**src/shared/tlp_tx_pkg.sv**
```systemverilog
package tlp_tx_pkg;
	localparam int DESC_W          = 128;
	localparam int DATA_W          = 64;
	localparam int DW_W            = 32;
	localparam int BYTE_W          = 8;
	localparam int HDR_BYTES       = 16;
	localparam int NUM_VC          = 2;
	localparam int GROUP_BIT       = 126;   // packet group / has-data flag
	localparam int GROUP_HI_BIT    = 127;
	localparam int FMT_HI          = 126;
	localparam int FMT_LO          = 125;   // set: four-doubleword header
	localparam int TYPE_HI         = 126;
	localparam int TYPE_LO         = 120;
	localparam int LEN_HI          = 105;
	localparam int LEN_LO          = 96;
	localparam int ALIGN_BIT_4DW   = 2;
	localparam int ALIGN_BIT_3DW   = 34;
	localparam int LEN_W           = 10;
	localparam int ACK_LATENCY     = 1;     // least cycles from request to acknowledge
	localparam logic [LEN_W-1:0] LEN_ONE = 10'h001;

	// alignment bit chosen by header size
	function automatic logic desc_align_high(input logic [DESC_W-1:0] d);
		return d[FMT_LO] ? d[ALIGN_BIT_4DW] : d[ALIGN_BIT_3DW];
	endfunction : desc_align_high

	function automatic logic desc_has_data(input logic [DESC_W-1:0] d);
		return d[GROUP_BIT];
	endfunction : desc_has_data

	function automatic logic desc_is_4dw(input logic [DESC_W-1:0] d);
		return d[FMT_LO];
	endfunction : desc_is_4dw

	// header byte n sits most-significant first
	function automatic logic [BYTE_W-1:0] desc_byte(input logic [DESC_W-1:0] d, input int n);
		return d[DESC_W-1-n*BYTE_W -: BYTE_W];
	endfunction : desc_byte

	function automatic logic [LEN_W-1:0] desc_len(input logic [DESC_W-1:0] d);
		return d[LEN_HI:LEN_LO];
	endfunction : desc_len
endpackage : tlp_tx_pkg

```
**src/shared/tlp_tx_if.sv**
```systemverilog
`timescale 1ns/1ps
interface tlp_tx_if;
	import tlp_tx_pkg::*;
	logic              tx_request;
	logic [DESC_W-1:0] tx_descriptor;
	logic              desc_ack;
	logic              data_framing;
	logic              payload_valid;
	logic [DATA_W-1:0] payload_data;
	logic              core_wait_state;

	modport core (
		input  tx_request,
		input  tx_descriptor,
		output desc_ack,
		input  data_framing,
		input  payload_valid,
		input  payload_data,
		output core_wait_state
	);
	modport app (
		output tx_request,
		output tx_descriptor,
		input  desc_ack,
		output data_framing,
		output payload_valid,
		output payload_data,
		input  core_wait_state
	);
endinterface : tlp_tx_if

```
**src/core/tlp_tx_core_end.sv**
```systemverilog
`timescale 1ns/1ps
// Behaviour
// - separate descriptor and payload bus per channel
// - descriptor is header; bits 127:126 group
// - payload phases only for data packets
// - no malformed checks, forward as given
// - one full signal set per channel
// - request valid with header same cycle
// - request held until acknowledge
// - back-to-back requests need no gap
// - header byte 0 at bits 127:120
// - three or four doubleword headers accepted
// - alignment bit low: first dword low half
// - alignment bit high: first dword high half
// - bit 126 says packet carries data
// - length, format, type at fixed positions
// - acknowledge lasts exactly one cycle
// - request after acknowledge is fresh request
// - framing with request, held till last-but-one
// - no payload before acknowledge; 3DW may coincide
module tlp_tx_core_end
	import tlp_tx_pkg::*;
(
	input  wire logic              clk,
	input  wire logic              rst_n,
	tlp_tx_if.core                 link,                   // one link per virtual channel
	input  wire logic              core_ready,
	input  wire logic              out_ready,
	output logic                   hdr_valid,
	output logic [DESC_W-1:0]      hdr_out,
	output logic [BYTE_W-1:0]      hdr_first_byte,
	output logic                   hdr_has_data,
	output logic                   hdr_is_4dw,
	output logic [LEN_W-1:0]       hdr_length,
	output logic                   dw_valid,
	output logic [DW_W-1:0]        dw_out,
	output logic                   dw_last
);
	typedef enum logic [1:0] {ST_IDLE, ST_ACKED, ST_DATA} core_state_t;

	core_state_t       state_reg;
	logic              ack_reg;
	logic              align_reg;
	logic              first_reg;
	logic              four_dw_reg;
	logic [LEN_W-1:0]  remain_reg;
	logic              take_desc;
	logic              data_allowed;
	logic              beat_take;
	logic              hi_pending_reg;
	logic [DW_W-1:0]   hi_word_reg;
	logic              hi_last_reg;
	logic              take_data;
	logic              beat_high_first;
	logic [LEN_W-1:0]  beat_dws;
	logic              last_beat;
	logic              hi_emit;
	logic              split_beat;

	// doublewords carried by a beat: one when it starts high or only one remains
	function automatic logic [LEN_W-1:0] dw_in_beat(input logic start_high, input logic [LEN_W-1:0] rem);
		return (start_high || rem == LEN_ONE) ? LEN_ONE : LEN_W'(2);
	endfunction : dw_in_beat

	// acknowledge request when no packet is open and sink can take a header
	assign take_desc = link.tx_request && !ack_reg && state_reg == ST_IDLE
		&& core_ready && out_ready;
	assign link.desc_ack = ack_reg;

	// payload is allowed from the acknowledge cycle for 3DW, after it for 4DW
	assign data_allowed = (state_reg == ST_DATA) || (state_reg == ST_ACKED && !four_dw_reg);
	assign link.core_wait_state = !data_allowed || !out_ready || hi_pending_reg;
	assign beat_take = link.payload_valid && !link.core_wait_state;

	// a data packet is opened when its header is taken
	assign take_data = take_desc && desc_has_data(link.tx_descriptor);

	// shape of the beat now on the bus
	assign beat_high_first = first_reg && align_reg;
	assign beat_dws        = dw_in_beat(beat_high_first, remain_reg);
	assign last_beat       = remain_reg <= beat_dws;

	// high half of a two-dword beat is held back until a later cycle with out_ready high
	assign hi_emit    = hi_pending_reg && out_ready;
	assign split_beat = beat_take && !beat_high_first && remain_reg != LEN_ONE;

	// one-cycle acknowledge pulse
	always_ff @(posedge clk) begin
		if (!rst_n) begin
			ack_reg <= 1'b0;
		end else begin
			ack_reg <= take_desc;
		end
	end

	// packet state: header taken, then data phases if the group bit says so
	always_ff @(posedge clk) begin
		if (!rst_n) begin
			state_reg <= ST_IDLE;
		end else begin
			case (state_reg)
				ST_IDLE: begin
					if (take_data) begin
						state_reg <= ST_ACKED;
					end
				end
				ST_ACKED, ST_DATA: begin
					if (beat_take && last_beat) begin
						state_reg <= ST_IDLE;
					end else begin
						state_reg <= ST_DATA;
					end
				end
				default: begin
					state_reg <= ST_IDLE;
				end
			endcase
		end
	end

	// payload shape latched from the header of a data packet
	always_ff @(posedge clk) begin
		if (!rst_n) begin
			align_reg   <= 1'b0;
			four_dw_reg <= 1'b0;
		end else if (take_data) begin
			align_reg   <= desc_align_high(link.tx_descriptor);
			four_dw_reg <= desc_is_4dw(link.tx_descriptor);
		end
	end

	// doublewords still owed and whether the next beat is the first
	always_ff @(posedge clk) begin
		if (!rst_n) begin
			remain_reg <= '0;
			first_reg  <= 1'b0;
		end else if (take_data) begin
			remain_reg <= desc_len(link.tx_descriptor);
			first_reg  <= 1'b1;
		end else if (beat_take) begin
			remain_reg <= remain_reg - beat_dws;
			first_reg  <= 1'b0;
		end
	end

	// header strobe follows the take by one cycle
	always_ff @(posedge clk) begin
		if (!rst_n) begin
			hdr_valid <= 1'b0;
		end else begin
			hdr_valid <= take_desc;
		end
	end

	// header fields handed downstream unchanged, no checks performed
	always_ff @(posedge clk) begin
		if (!rst_n) begin
			hdr_out        <= '0;
			hdr_first_byte <= '0;
			hdr_has_data   <= 1'b0;
			hdr_is_4dw     <= 1'b0;
			hdr_length     <= '0;
		end else if (take_desc) begin
			hdr_out        <= link.tx_descriptor;
			hdr_first_byte <= desc_byte(link.tx_descriptor, 0);
			hdr_has_data   <= desc_has_data(link.tx_descriptor);
			hdr_is_4dw     <= desc_is_4dw(link.tx_descriptor);
			hdr_length     <= desc_len(link.tx_descriptor);
		end
	end

	// holding register for the high doubleword of a split beat
	always_ff @(posedge clk) begin
		if (!rst_n) begin
			hi_pending_reg <= 1'b0;
			hi_word_reg    <= '0;
			hi_last_reg    <= 1'b0;
		end else if (hi_emit) begin
			hi_pending_reg <= 1'b0;
		end else if (split_beat) begin
			hi_pending_reg <= 1'b1;
			hi_word_reg    <= link.payload_data[DATA_W-1:DW_W];
			hi_last_reg    <= remain_reg == LEN_W'(2);
		end
	end

	// one doubleword a cycle to the sink, honouring first-dword alignment
	always_ff @(posedge clk) begin
		if (!rst_n) begin
			dw_valid <= 1'b0;
			dw_out   <= '0;
			dw_last  <= 1'b0;
		end else if (hi_emit) begin
			dw_valid <= 1'b1;
			dw_out   <= hi_word_reg;
			dw_last  <= hi_last_reg;
		end else if (beat_take) begin
			dw_valid <= 1'b1;
			dw_last  <= remain_reg == LEN_ONE;
			if (beat_high_first) begin
				dw_out <= link.payload_data[DATA_W-1:DW_W];
			end else begin
				dw_out <= link.payload_data[DW_W-1:0];
			end
		end else begin
			dw_valid <= 1'b0;
			dw_last  <= 1'b0;
		end
	end
endmodule : tlp_tx_core_end

```
**src/flat_wrapper.sv**
```systemverilog
// flat-port wrapper written by rule: the top's interface ports become plain ports
module tlp_tx_core_end_flat import tlp_tx_pkg::*;
  (clk, rst_n, core_ready, out_ready, hdr_valid, hdr_out, hdr_first_byte, hdr_has_data, hdr_is_4dw, hdr_length, dw_valid, dw_out, dw_last, link_tx_request, link_tx_descriptor, link_desc_ack, link_data_framing, link_payload_valid, link_payload_data, link_core_wait_state);
  tlp_tx_if link_i ();
  input  wire logic clk;
  input  wire logic rst_n;
  input  wire logic core_ready;
  input  wire logic out_ready;
  output logic hdr_valid;
  output logic [DESC_W-1:0] hdr_out;
  output logic [BYTE_W-1:0] hdr_first_byte;
  output logic hdr_has_data;
  output logic hdr_is_4dw;
  output logic [LEN_W-1:0] hdr_length;
  output logic dw_valid;
  output logic [DW_W-1:0] dw_out;
  output logic dw_last;
  input wire logic [$bits(link_i.tx_request)-1:0] link_tx_request;
  input wire logic [$bits(link_i.tx_descriptor)-1:0] link_tx_descriptor;
  output wire logic [$bits(link_i.desc_ack)-1:0] link_desc_ack;
  input wire logic [$bits(link_i.data_framing)-1:0] link_data_framing;
  input wire logic [$bits(link_i.payload_valid)-1:0] link_payload_valid;
  input wire logic [$bits(link_i.payload_data)-1:0] link_payload_data;
  output wire logic [$bits(link_i.core_wait_state)-1:0] link_core_wait_state;
  assign link_i.tx_request = link_tx_request;
  assign link_i.tx_descriptor = link_tx_descriptor;
  assign link_desc_ack = link_i.desc_ack;
  assign link_i.data_framing = link_data_framing;
  assign link_i.payload_valid = link_payload_valid;
  assign link_i.payload_data = link_payload_data;
  assign link_core_wait_state = link_i.core_wait_state;
  tlp_tx_core_end u_core (.clk(clk), .rst_n(rst_n), .link(link_i), .core_ready(core_ready), .out_ready(out_ready), .hdr_valid(hdr_valid), .hdr_out(hdr_out), .hdr_first_byte(hdr_first_byte), .hdr_has_data(hdr_has_data), .hdr_is_4dw(hdr_is_4dw), .hdr_length(hdr_length), .dw_valid(dw_valid), .dw_out(dw_out), .dw_last(dw_last));
endmodule
```
**config.mk**
```make
export PLATFORM = sky130hd
export DESIGN_NAME = tlp_tx_core_end_flat
export DESIGN_NICKNAME = d
export VERILOG_FILES = /design/src/shared/tlp_tx_pkg.sv /design/src/shared/tlp_tx_if.sv /design/src/core/tlp_tx_core_end.sv /design/src/flat_wrapper.sv
export SDC_FILE = /design/constraint.sdc
export NUM_CORES = 1
export LEC_CHECK = 0
export ABC_CLOCK_PERIOD_IN_PS = 6400
export BUFFER_PORTS_ARGS = -buffer_cell sky130_fd_sc_hd__buf_4
export CAP_MARGIN = 20
export CORE_AREA = 2 2 148 150
export DETAILED_ROUTE_END_ITERATION = 6
export DIE_AREA = 0 0 150 152
export HOLD_SLACK_MARGIN = 0.02
export PLACE_DENSITY_LB_ADDON = 0.15
export SKIP_CTS_REPAIR_TIMING = 1
export SYNTH_ARGS = -nofsm -noshare
export SYNTH_HDL_FRONTEND = slang
export SYNTH_SLANG_ARGS = --single-unit
export TNS_END_PERCENT = 50
```
**constraint.sdc**
```tcl
create_clock -name clk -period 6.4 [get_ports clk]
set_input_delay 1.28 -clock clk [delete_from_list [all_inputs] [get_ports clk]]
set_output_delay 1.28 -clock clk [all_outputs]
set_load 0.1 [all_outputs]
```
### Yosys cells after proc, flatten, opt, wreduce, memory -nomap -nowiden

Index checks and enable logic that the tools add are counted.

* output and inout port bits: 185
* bits in read-only memories: 0
* register bits: 232
* word-level logic and storage cells: 71
* bits of input ports: 199
* memories: 0
* latch bits: 0
* memory bits (writable): 0

* order comparisons: 1
* reductions and logical operators: 28
* multiplexer cells: 16
* add/sub/neg operators: 1
* bitwise logic cells: 2
* shifts and indexed selects: 0
* equal/unequal tests: 6
* multipliers: 0
* div/mod/pow operators: 0

Operators with widths (count)
* $mux 32: 3
* $mux 10: 2
* $logic_and 1x1->1: 12
* $eq 10x1->1 const B: 1
* $eq 10x2->1 const B: 1
* $le 10x10->1: 1
* $ne 10x1->1 const B: 1
* $sub 10x10->10: 1
* $mux 1: 7
* $logic_not 1->1: 6
* $mux 2: 3
* $logic_or 1x1->1: 4
* $pmux 2 s2: 1
* $reduce_bool 2->1: 2
* $reduce_or 2->1: 2
* $eq 2x1->1 const B: 1
* $eq 2x2->1 const B: 1
* $logic_not 2->1: 1
* $ne 2x1->1 const B: 1
* $not 1->1: 2
* $reduce_and 2->1: 1

### Logic depth before layout (Yosys ltp)

Gate-level depths: netlist of run 1.

* word-level depth: 11
* gate-level depth with buffers: 9
* depth with buffers taken out: 8

### Worst setup path before layout of run 1

Ideal clock, no wire load.

* path type: register to output
* start: register u_core.state_reg[1]
* end: output link_core_wait_state
* buffers on the path: 1
* cell stages (with the launch flop): 6
* slack: 2107 ps
* required time: 5120 ps
* data arrival time: 3013 ps
* cell sequence: dfxtp_1 -> inv_1 -> ha_1 -> nor2b_1 -> clkbuf_1 -> o21ai_0

* cells in the longest elaborated chain, start to end: 6
* elaborated cells on any way between the ends: 7
* those cells by class: eq/ne (2); reduce/logical (5)

Ends and longest elaborated chain
* from (decl): RTL line tlp_tx_core_end.sv:41 `core_state_t state_reg;`
* from (signal assigned): RTL line tlp_tx_core_end.sv:99 `state_reg <= ST_IDLE;`
* from (signal assigned): RTL line tlp_tx_core_end.sv:104 `state_reg <= ST_ACKED;`
* from (signal assigned): RTL line tlp_tx_core_end.sv:109 `state_reg <= ST_IDLE;`
* $eq 2x1->1: RTL line tlp_tx_core_end.sv:71 `assign data_allowed = (state_reg == ST_DATA) || (state_reg == ST_ACKED && !four_dw_reg);`
* $logic_and 1x1->1: RTL line tlp_tx_core_end.sv:71
* $logic_or 1x1->1 *: RTL line tlp_tx_core_end.sv:71
* $logic_not 1->1 *: RTL line tlp_tx_core_end.sv:72 `assign link.core_wait_state = !data_allowed || !out_ready || hi_pending_reg;`
* $logic_or 1x1->1 * (2 in series): RTL line tlp_tx_core_end.sv:72
* to (decl): RTL line flat_wrapper.sv:24 `output wire logic [$bits(link_i.core_wait_state)-1:0] link_core_wait_state;`

Mark *: on every way between the ends. The rest lies on a longest branch, timed or not.

### Worst setup path after layout of run 1

Ends and elaborated chain as after synthesis.

==> flow_summary.json, run 1 <==
{
  "status": "complete, no violations",
  "cts_max_path_buffers": 3,
  "synth_edf_count": 0,
  "grt_pass1_wl_um": 40780,
  "start_util": 0.3923,
  "finalMaxSlewViolations": 0,
  "drive_gt1_frac": 0.3167,
  "gp_congestion": 0.8136,
  "ys.flop_type": "dfxtp_1",
  "crit_path_start_kind": "flip-flop",
  "die_y_um": 152,
  "synth_nets": 1239,
  "regToRegStartpoint": "u_core.remain_reg[5]$_SDFFE_PN0P_",
  "crit_arrival_ps": 2190,
  "track_usage": 0.2204,
  "whs_ps": 451.4,
  "ys_ff_latch": 212,
  "netlist_area_um2": 8376,
  "worst_r2r_endpoint": "u_core.remain_reg[6]$_SDFFE_PN0P_",
  "syn_inst": 1032,
  "dp_cells": 1604,
  "n_antenna_cell": 0,
  "worstSkewPairLatency_ps": 500,
  "p_leak_nw": 5.110,
  "holdCritStartpoint": "u_core.hdr_out[46]$_SDFFE_PN0P_",
  "boundaryPins": 384,
  "endpoint_kind": "output port",
  "layout.nets": 1556,
  "dieArea_um2": 22800,
  "drt_pass1_iterations": 5,
  "rows": 54,
  "async_flop_share": 0,
  "max-slew-margin-rel": 0.3432,
  "tightest_slew_ps": 985.2,
  "cts_sinks": 212,
  "finalNonFillerCells": 1644,
  "yosys_warnings": 0,
  "setup_violations": 0,
  "largest_register_ffs": 121,
  "grt_antenna_before_repair": 0,
  "avgSynthCellArea_um2": 8.116,
  "synthDistinctLibCells": 45,
  "drc_errors": 0,
  "cts_tree": "yes",
  "fin_tns_setup_ps": 0,
  "syn_to_final_growth_pct": 42.34,
  "max_freq_mhz": 288.1,
  "clk_pin_slew_worst_paths_ps": 60,
  "peakVddDrop_v": 0.0002863,
  "final.period_utilization": 0.5424,
  "viasPerCell": 4.937,
  "min_path_type": "reg2reg",
  "die_w_um": 150,
  "cts_buffers": 23,
  "coreArea_um2": 21350,
  "io_buffers": 382,
  "cts_root_buffer": "clkbuf_16",
  "worst-setup-path-type": "reg2out",
  "critPathMaxFanout": 11,
  "rsz0062_at_grt": "no",
  "critPathRequiredTime_ps": 5120,
  "htree_num_levels": 1,
  "grt_pass1_vias": 7665,
  "post-route-util": 0.5584,
  "hold_viol": 0,
  "drtIter0Drc": 429,
  "hpwl_um": 18120,
  "postRouteAntennaNets": 0,
  "gr-total-overflow": 0,
  "wire_per_inst_um": 16.12,
  "period_needed_ps": 3471,
  "skew_ps": 10.53,
  "vias": 8117,
  "drv_cap": 0,
  "drt-total-wl_um": 26500,
  "r2r_cells": 8,
  "grt_max_degree": 90,
  "ys_seq_area_frac": 0.5067,
  "min_to": "u_core.hdr_out[46]$_SDFFE_PN0P_",
  "reg2reg_slack_ps": 3230,
  "powerDensity_nw_per_um2": 337.2,
  "holdPathStages": 2
}
## how the worst max path moves through the flow
stage	start	endpoint	slack (ps)	cells after the start
floorplan	u_core.state_reg[1]$_SDFFE_PN0P_	link_core_wait_state	2110	5
global placement	out_ready	u_core.hdr_out[27]$_SDFFE_PN0P_	2720	6
detailed placement	out_ready	u_core.hdr_out[75]$_SDFFE_PN0P_	2730	6
CTS	u_core.state_reg[1]$_SDFFE_PN0P_	link_core_wait_state	2930	5
global route	u_core.state_reg[1]$_SDFFE_PN0P_	link_core_wait_state	2750	5
finish	u_core.state_reg[1]$_SDFFE_PN0P_	link_core_wait_state	2930	5
## cells in the mapped netlist, types with 2 or more instances
cell type / count / area (um2)
nand2_1: 391 / 1468
dfxtp_1: 212 / 4244
a21oi_1: 169 / 845.8
clkbuf_1: 71 / 266.5
mux2i_1: 34 / 340.3
a221o_1: 31 / 310.3
buf_4: 21 / 157.7
o21ai_0: 11 / 55.05
ha_1: 7 / 87.58
inv_1: 7 / 26.28
o211ai_1: 7 / 52.55
or4_1: 6 / 45.04
a31oi_1: 5 / 31.28
nand3_1: 5 / 25.02
nor2_1: 5 / 18.77
and2_1: 4 / 25.02
o31ai_1: 4 / 30.03
buf_1: 3 / 11.26
buf_6: 3 / 33.78
nor2b_1: 3 / 18.77
o21a_1: 3 / 22.52
xor2_1: 3 / 26.28
nor4_1: 2 / 12.51
o2111ai_1: 2 / 17.52
o32ai_1: 2 / 17.52
or3_1: 2 / 12.51
## final cells by class
cell class	count	area, um2
clock inverter	2	10.01
clock buffer	38	701.9
fill	2027	9429
multi-input combinational	714	3651
sequential	212	4244
timing repair buffer	391	2935
inverter	7	28.78
tap	280	350.3
## through the flow
stage	cell area (um2)	power, W	setup slack, ps
2_1_floorplan	8376	0.002477	2107
3_3_place_gp	11210	0.002780	2721
4_1_cts	11920	0.004060	2927
6_report	11920	0.004020	2929
3_5_place_dp	11210	0.002789	2729
5_1_grt	11920	0.004181	2753
## power breakdown
group,internal (W),switching [W],total (W)
registers,0.00143,0.0000716,0.00150
logic,0.000326,0.000930,0.00126
clock network,0.000742,0.000519,0.00126
total,0.00250,0.00152,0.00402
## critical path, stage by stage (launching register included)
cell	delay [ps]
dfxtp_1	330
inv_1	120
ha_1	150
nor2b_1	630
o21ai_0	190
buf_4	280
## per-layer routing
metal	wire length, um	vias up	track usage
li1	-	4067	-
met5	0	-	0
met1	10520	3742	0.2663
met3	2386	35	0.06336
met2	13030	273	0.3818
met4	561	0	0.05795
## cells by family (layout without fill, tap and decap cells)
kind of cell / after synthesis / in the layout / synth area share
AND/OR/NAND/NOR: 428 / 428 / 0.2029
AO/OA/AOI/OAI: 241 / 241 / 0.1740
flip-flops: 212 / 212 / 0.5067
buffers and inverters: 106 / 438 / 0.05976
multiplexers: 34 / 34 / 0.04063
adder cells (fa/ha/maj): 8 / 8 / 0.01285
XOR/XNOR: 3 / 3 / 0.003138
## layout by cell type, fill, tap and decap left out, types with 2 or more instances in the layout
cell type  count
xor2_1         3
nand2_1      390
clkbuf_16     23
clkinv_2       2
clkbuf_8       7
o21a_1         3
o31ai_1        4
nor2b_1        3
o2111ai_1      2
o32ai_1        2
clkbuf_1       8
inv_1          6
o21ai_0       11
nor4_1         2
a31oi_1        5
a21oi_1      169
mux2i_1       34
ha_1           7
nand3_1        5
dfxtp_1      212
nor2_1         3
o211ai_1       7
nor2_2         2
buf_4        391
or4_1          6
a221o_1       31
or3_1          2
and2_1         3
Note: power is estimated with default switching activity, not from simulation.
==> run 2: changes to the inputs <==
--- a/config.mk
+++ b/config.mk
@@ -5,12 +5,13 @@
 export SDC_FILE = /design/constraint.sdc
 export NUM_CORES = 1
 export LEC_CHECK = 0
-export ABC_CLOCK_PERIOD_IN_PS = 6400
+export ABC_AREA = 1
+export ABC_CLOCK_PERIOD_IN_PS = 3260
 export BUFFER_PORTS_ARGS = -buffer_cell sky130_fd_sc_hd__buf_4
 export CAP_MARGIN = 20
-export CORE_AREA = 2 2 148 150
+export CORE_AREA = 2 2 151 153
 export DETAILED_ROUTE_END_ITERATION = 6
-export DIE_AREA = 0 0 150 152
+export DIE_AREA = 0 0 153 155
 export HOLD_SLACK_MARGIN = 0.02
 export PLACE_DENSITY_LB_ADDON = 0.15
 export SKIP_CTS_REPAIR_TIMING = 1
==> constraint.sdc (replaced) <==
create_clock -name clk -period 3.26 [get_ports clk]
set_input_delay 0.652 -clock clk [delete_from_list [all_inputs] [get_ports clk]]
set_output_delay 0.652 -clock clk [all_outputs]
set_load 0.1 [all_outputs]
==> run 2 against run 1 <==
Worst hold slack worse by 64 ps. Core utilization barely moved. Count of clock-buffer cells in the layout fell by 3. Clock skew increased by 4.0 ps. Register-to-register slack got worse by 2300 ps. Via count is 8.7% higher. Synthesized cell count is 15% higher.
==> flow_summary.json, run 2 <==
{
  "status": "complete, no violations",
  "die_w_um": 153,
  "skew_ps": 14.51,
  "grt_pass1_wl_um": 44760,
  "ys_seq_area_frac": 0.4864,
  "drt-total-wl_um": 28350,
  "synth_area_leaders": "dfxtp_1 49%, nor2_1 15%, o21ai_0 9.4%",
  "seq_area_um2": 4244,
  "crit_start": "u_core.align_reg$_SDFFE_PN0P_",
  "ys.flop_type": "dfxtp_1",
  "layout.nets": 1713,
  "worst-setup-path-type": "reg2reg",
  "viasPerCell": 4.878,
  "cts_buffers": 25,
  "max-slew-margin-rel": 0.5244,
  "critPathRequiredTime_ps": 3700,
  "p_comb_frac": 0.380,
  "netlist_area_um2": 8725,
  "post-route-util": 0.5584,
  "intPower_w": 0.005531,
  "syn_inst": 1182,
  "final_common_cell": "buf_4",
  "io_buffers": 382,
  "ys_ff_latch": 212,
  "rsz0062_at_grt": "no",
  "cts_sinks": 212,
  "async_flop_share": 0,
  "syn_to_final_growth_pct": 42.26,
  "track_usage": 0.2303,
  "drtIter0Drc": 471,
  "reg2reg_slack_ps": 890,
  "crit_path_start_kind": "flip-flop",
  "cts_root_buffer": "clkbuf_16",
  "boundaryPins": 384,
  "fillCellCount": 2193,
  "yosys.cell_count.top_type": "nor2_1",
  "rows": 55,
  "drv_cap": 0,
  "p_leak_nw": 5.537,
  "postRouteAntennaNets": 0,
  "setup_violations": 0,
  "avgSynthCellArea_um2": 7.381,
  "critPathMaxFanout": 33,
  "holdCritStartpoint": "link_tx_descriptor[24]",
  "endpoint_kind": "flip-flop",
  "coreArea_um2": 22230,
  "grt_antenna_before_repair": 0,
  "worstSkewPairLatency_ps": 510,
  "cts_max_path_buffers": 3,
  "synth_nets": 1389,
  "drc_errors": 0,
  "start_util": 0.3925,
  "yosys_warnings": 0,
  "synth_commonest_cells": "343 x nor2_1, 212 x dfxtp_1, 163 x o21ai_0",
  "gr-total-overflow": 0,
  "largest_register_ffs": 121,
  "synth_edf_count": 0,
  "vias": 8825,
  "gp_congestion": 0.8174,
  "tightest_slew_ps": 713.4,
  "n_antenna_cell": 0,
  "cts_tree": "yes",
  "powerDensity_nw_per_um2": 772.7,
  "p_total_w": 0.009590,
  "grt_max_degree": 81,
  "finalMaxSlewViolations": 0,
  "drive_gt1_frac": 0.3182,
  "final_cell_mix": "399 x buf_4, 343 x nor2_1, 212 x dfxtp_1",
  "period_needed_ps": 2366,
  "synth.top_cell.area_share": 0.4864,
  "p_switching_w": 0.004059,
  "peakVddDrop_v": 0.0004715,
  "dieArea_um2": 23720,
  "grt_pass1_vias": 8334,
  "crit_chain": "nand2_1 -> buf_4 -> inv_1 -> buf_4 -> nor2_2 -> nand2_2 -> inv_2 -> nor2_1 -> nor2_1",
  "crit_arrival_ps": 2810,
  "die_y_um": 155,
  "switching_share": 0.4232,
  "dp_cells": 1764,
  "min_path_type": "in2reg",
  "htree_num_levels": 1,
  "critPathMaxStageDelay_ps": 470,
  "crit_path_top_delay_cell": "inv_2",
  "fin_tns_setup_ps": 0,
  "max_freq_mhz": 422.7,
  "hold_viol": 0,
  "clk_pin_slew_worst_paths_ps": 60,
  "wire_per_inst_um": 15.67,
  "multiInputGateArea_um2": 3841,
  "p_clk_frac": 0.295,
  "drt_pass1_iterations": 6,
  "finalNonFillerCells": 1809,
  "regToRegStartpoint": "u_core.align_reg$_SDFFE_PN0P_",
  "final.period_utilization": 0.7257,
  "synthDistinctLibCells": 33,
  "synth_top_area_cell": "dfxtp_1",
  "hpwl_um": 19530,
  "seqPwrFrac": 0.325
}
[run 2: cell types whose count changed after synthesis, sizes merged, moves of 31 or more]
cell / change
nand3: +41
o21ai: +165
nor2: +341
a221o: -31
nand2: -254
mux2i: -34
a21oi: -126
[run 2: path summary, 6_finish.rpt]
| check | end | depth (start not counted) |
|---|---|---|
| setup / recovery | u_core.hi_word_reg[2]$_SDFFE_PN0P_ | 9 |
| setup reg to reg | u_core.hi_word_reg[2]$_SDFFE_PN0P_ | 9 |
| hold reg to reg | u_core.four_dw_reg$_SDFFE_PN0P_ | 2 |
| hold / removal | u_core.hdr_out[24]$_SDFFE_PN0P_ | 3 |
[run 2: metal layers]
layer | global-route usage | vias up | wire, um | share of wire
met4 | 0.08774 | 0 | 1129 | 0.040
met3 | 0.04513 | 69 | 1709 | 0.060
met1 | 0.2923 | 4013 | 12130 | 0.43
met5 | 0 | - | 0 | 0
met2 | 0.3893 | 298 | 13380 | 0.47
li1 | - | 4445 | - | -
[run 2: power by group through the flow]
stage                     registers (W)  logic (W)  clock network, W
after floorplan                 0.00475    0.00125                 0
after global placement          0.00316    0.00363                 0
after detailed placement        0.00317    0.00366                 0
after CTS                       0.00312    0.00367           0.00290
after global routing            0.00316    0.00389           0.00301
final                           0.00312    0.00364           0.00283
[run 2: final cells by class]
class                           count  share of cell area
Clock buffer                       35             0.05665
Clock inverter                     10             0.01038
Inverter                           32            0.009879
Multi-Input combinational cell    835              0.3095
Sequential cell                   212              0.3419
Tap cell                          285             0.02873
Timing Repair Buffer              400              0.2429
[run 2: per-stage QoR]
step	hold WS, ps	worst slack (ps)	cell area [um2]
CTS	367.4	831.5	12410
floorplan	429.3	1075	8725
finish	387.0	894.3	12410
detailed placement	448.9	856.1	11580
global route	382.5	648.0	12410
global placement	447.7	915.9	11580
[run 2: logic make-up (layout without fill, tap and decap cells)]
logic type | count (synthesis) | count (layout) | synth area share
buffers and inverters | 135 | 477 | 0.07414
adder cells (fa/ha/maj) | 8 | 8 | 0.01233
XOR/XNOR | 3 | 3 | 0.003012
AO/OA/AOI/OAI | 258 | 258 | 0.1585
flip-flops | 212 | 212 | 0.4864
AND/OR/NAND/NOR | 566 | 566 | 0.2656
[run 2: worst max-delay path, delay by kind of cell, from the launching register on]
family,cells,cell delay (ps)
buffers and inverters,4,1120
AND/OR/NAND/NOR,5,850
flip-flops,1,310
==> run 3: changes to the inputs <==
--- a/config.mk
+++ b/config.mk
@@ -6,12 +6,12 @@
 export NUM_CORES = 1
 export LEC_CHECK = 0
 export ABC_AREA = 1
-export ABC_CLOCK_PERIOD_IN_PS = 3260
+export ABC_CLOCK_PERIOD_IN_PS = 2000
 export BUFFER_PORTS_ARGS = -buffer_cell sky130_fd_sc_hd__buf_4
 export CAP_MARGIN = 20
-export CORE_AREA = 2 2 151 153
+export CORE_AREA = 2 2 150 152
 export DETAILED_ROUTE_END_ITERATION = 6
-export DIE_AREA = 0 0 153 155
+export DIE_AREA = 0 0 152 154
 export HOLD_SLACK_MARGIN = 0.02
 export PLACE_DENSITY_LB_ADDON = 0.15
 export SKIP_CTS_REPAIR_TIMING = 1
==> constraint.sdc (replaced) <==
create_clock -name clk -period 2 [get_ports clk]
set_input_delay 0.4 -clock clk [delete_from_list [all_inputs] [get_ports clk]]
set_output_delay 0.4 -clock clk [all_outputs]
set_load 0.1 [all_outputs]
==> run 3 against run 2 <==
Sequential power up 63%. Largest cell class unchanged. Clock power up 61%. Setup slack worse by 820 ps. Wire length down 0.39%. Non-clock buffer count up 22. Clock skew down 3.1 ps. Worst hold slack worse by 260 ps.
==> flow_summary.json, run 3 (synthesis results as in run 2) <==
{
  "drive_gt1_frac": 0.3364,
  "layout_setup_ws_ps": 77.66,
  "track_usage": 0.2298,
  "status": "complete, no violations",
  "setup_violations": 0,
  "grt_pass1_wl_um": 44700,
  "boundaryPins": 384,
  "clk_pin_slew_worst_paths_ps": 60,
  "final_common_cell": "buf_4",
  "vias": 8888,
  "peakVddDrop_v": 0.0007279,
  "grt_max_degree": 72,
  "drc_errors": 0,
  "htree_num_levels": 1,
  "cts_max_path_buffers": 3,
  "rows": 54,
  "crit_path_start_kind": "flip-flop",
  "coreArea_um2": 21690,
  "drt-total-wl_um": 28240,
  "rsz0062_at_grt": "yes",
  "gr-total-overflow": 0,
  "r2r_cells": 10,
  "drv_cap": 0,
  "cp-endpoint": "link_core_wait_state",
  "grt_antenna_before_repair": 0,
  "viasPerCell": 4.875,
  "holdPathStages": 3,
  "min_path_type": "in2reg",
  "tightest_slew_ps": 343.5,
  "max-slew-margin-rel": 0.7702,
  "regToRegStartpoint": "u_core.remain_reg[2]$_SDFFE_PN0P_",
  "wire_per_inst_um": 15.49,
  "n_antenna_cell": 0,
  "syn_to_final_growth_pct": 45.63,
  "hold_viol": 0,
  "finalMaxSlewViolations": 0,
  "dpl_cell_area_um2": 11810,
  "start_util": 0.4023,
  "io_buffers": 382,
  "final_cell_mix": "414 x buf_4, 341 x nor2_1, 210 x dfxtp_1",
  "crit_arrival_ps": 1520,
  "postRouteAntennaNets": 0,
  "skew_ps": 11.43,
  "critPathMaxFanout": 4,
  "cts_buffers": 24,
  "layout.nets": 1734,
  "period_needed_ps": 1922,
  "powerDensity_nw_per_um2": 1252,
  "largest_register_ffs": 121,
  "cts_tree": "yes",
  "worstSkewPairLatency_ps": 520,
  "reg2reg_slack_ps": 130,
  "worst_r2r_endpoint": "u_core.remain_reg[2]$_SDFFE_PN0P_",
  "die_w_um": 152,
  "die_y_um": 154,
  "p_leak_nw": 5.671,
  "finalInstanceArea_um2": 12710,
  "crit_start": "u_core.state_reg[1]$_SDFFE_PN0P_",
  "gp_congestion": 0.8596,
  "cts_root_buffer": "clkbuf_16",
  "final.period_utilization": 0.9612,
  "dp_slack_ps": 14.02,
  "dieArea_um2": 23410,
  "cts_sinks": 212,
  "max_freq_mhz": 520.2,
  "grt_pass1_vias": 8602,
  "hpwl_um": 19850,
  "critPathRequiredTime_ps": 1600,
  "worst-setup-path-type": "reg2out",
  "endpoint_kind": "output port",
  "drt_pass1_iterations": 5,
  "drtIter0Drc": 481
}
[run 3: layer usage]
metal / GRT usage / routed length (um) / part of all wire
met5: 0 / 0 / 0
met4: 0.07699 / 857 / 0.030
met3: 0.05299 / 1940 / 0.069
met2: 0.4095 / 13960 / 0.49
met1: 0.2727 / 11490 / 0.41
[run 3: area by class of cell]
cell class	instances	area, um2
clock buffer	35	701.9
clock inverter	7	123.9
fill	2096	8982
inverter	32	122.6
multi-input combinational	835	3890
sequential	212	4249
tap	280	350.3
timing repair buffer	422	3268
[run 3: critical path, stage by stage (launching register included)]
cell     delay (ps)
dfxtp_4         360
inv_2            50
ha_1            170
nand2_1          80
nand2_2          70
nand2_2          90
buf_12          180
[run 3: power by group]
part	internal (W)	total [W]	leakage (nW)	switching [W]
combinational	0.00163	0.00625	3.54	0.00461
clock	0.00281	0.00457	0.402	0.00176
sequential	0.00477	0.00509	1.73	0.000314
[run 3: metrics by stage]
stage / TNS, ps / hold slack (ps) / cells / power [W] / util
finish: 0 / 129.0 / 1823 / 0.01591 / 0.5858
global route: -46.72 / 128.3 / 1823 / 0.01663 / 0.5858
CTS: -177.8 / 114.6 / 1822 / 0.01592 / 0.5824
detailed placement: 0 / 449.6 / 1780 / 0.01132 / 0.5444
global placement: 0 / 448.0 / 1780 / 0.01125 / 0.5444
floorplan: 0 / 429.3 / 1182 / 0.009773 / -
[run 3: worst min-delay path by stage]
stage                                         start                              end  slack [ps]
floorplan           u_core.four_dw_reg$_SDFFE_PN0P_  u_core.four_dw_reg$_SDFFE_PN0P_         430
global placement    u_core.four_dw_reg$_SDFFE_PN0P_  u_core.four_dw_reg$_SDFFE_PN0P_         450
detailed placement  u_core.four_dw_reg$_SDFFE_PN0P_  u_core.four_dw_reg$_SDFFE_PN0P_         450
CTS                          link_tx_descriptor[25]  u_core.hdr_out[25]$_SDFFE_PN0P_         110
global route                 link_tx_descriptor[12]  u_core.hdr_out[12]$_SDFFE_PN0P_         130
finish                       link_tx_descriptor[57]  u_core.hdr_out[57]$_SDFFE_PN0P_         130
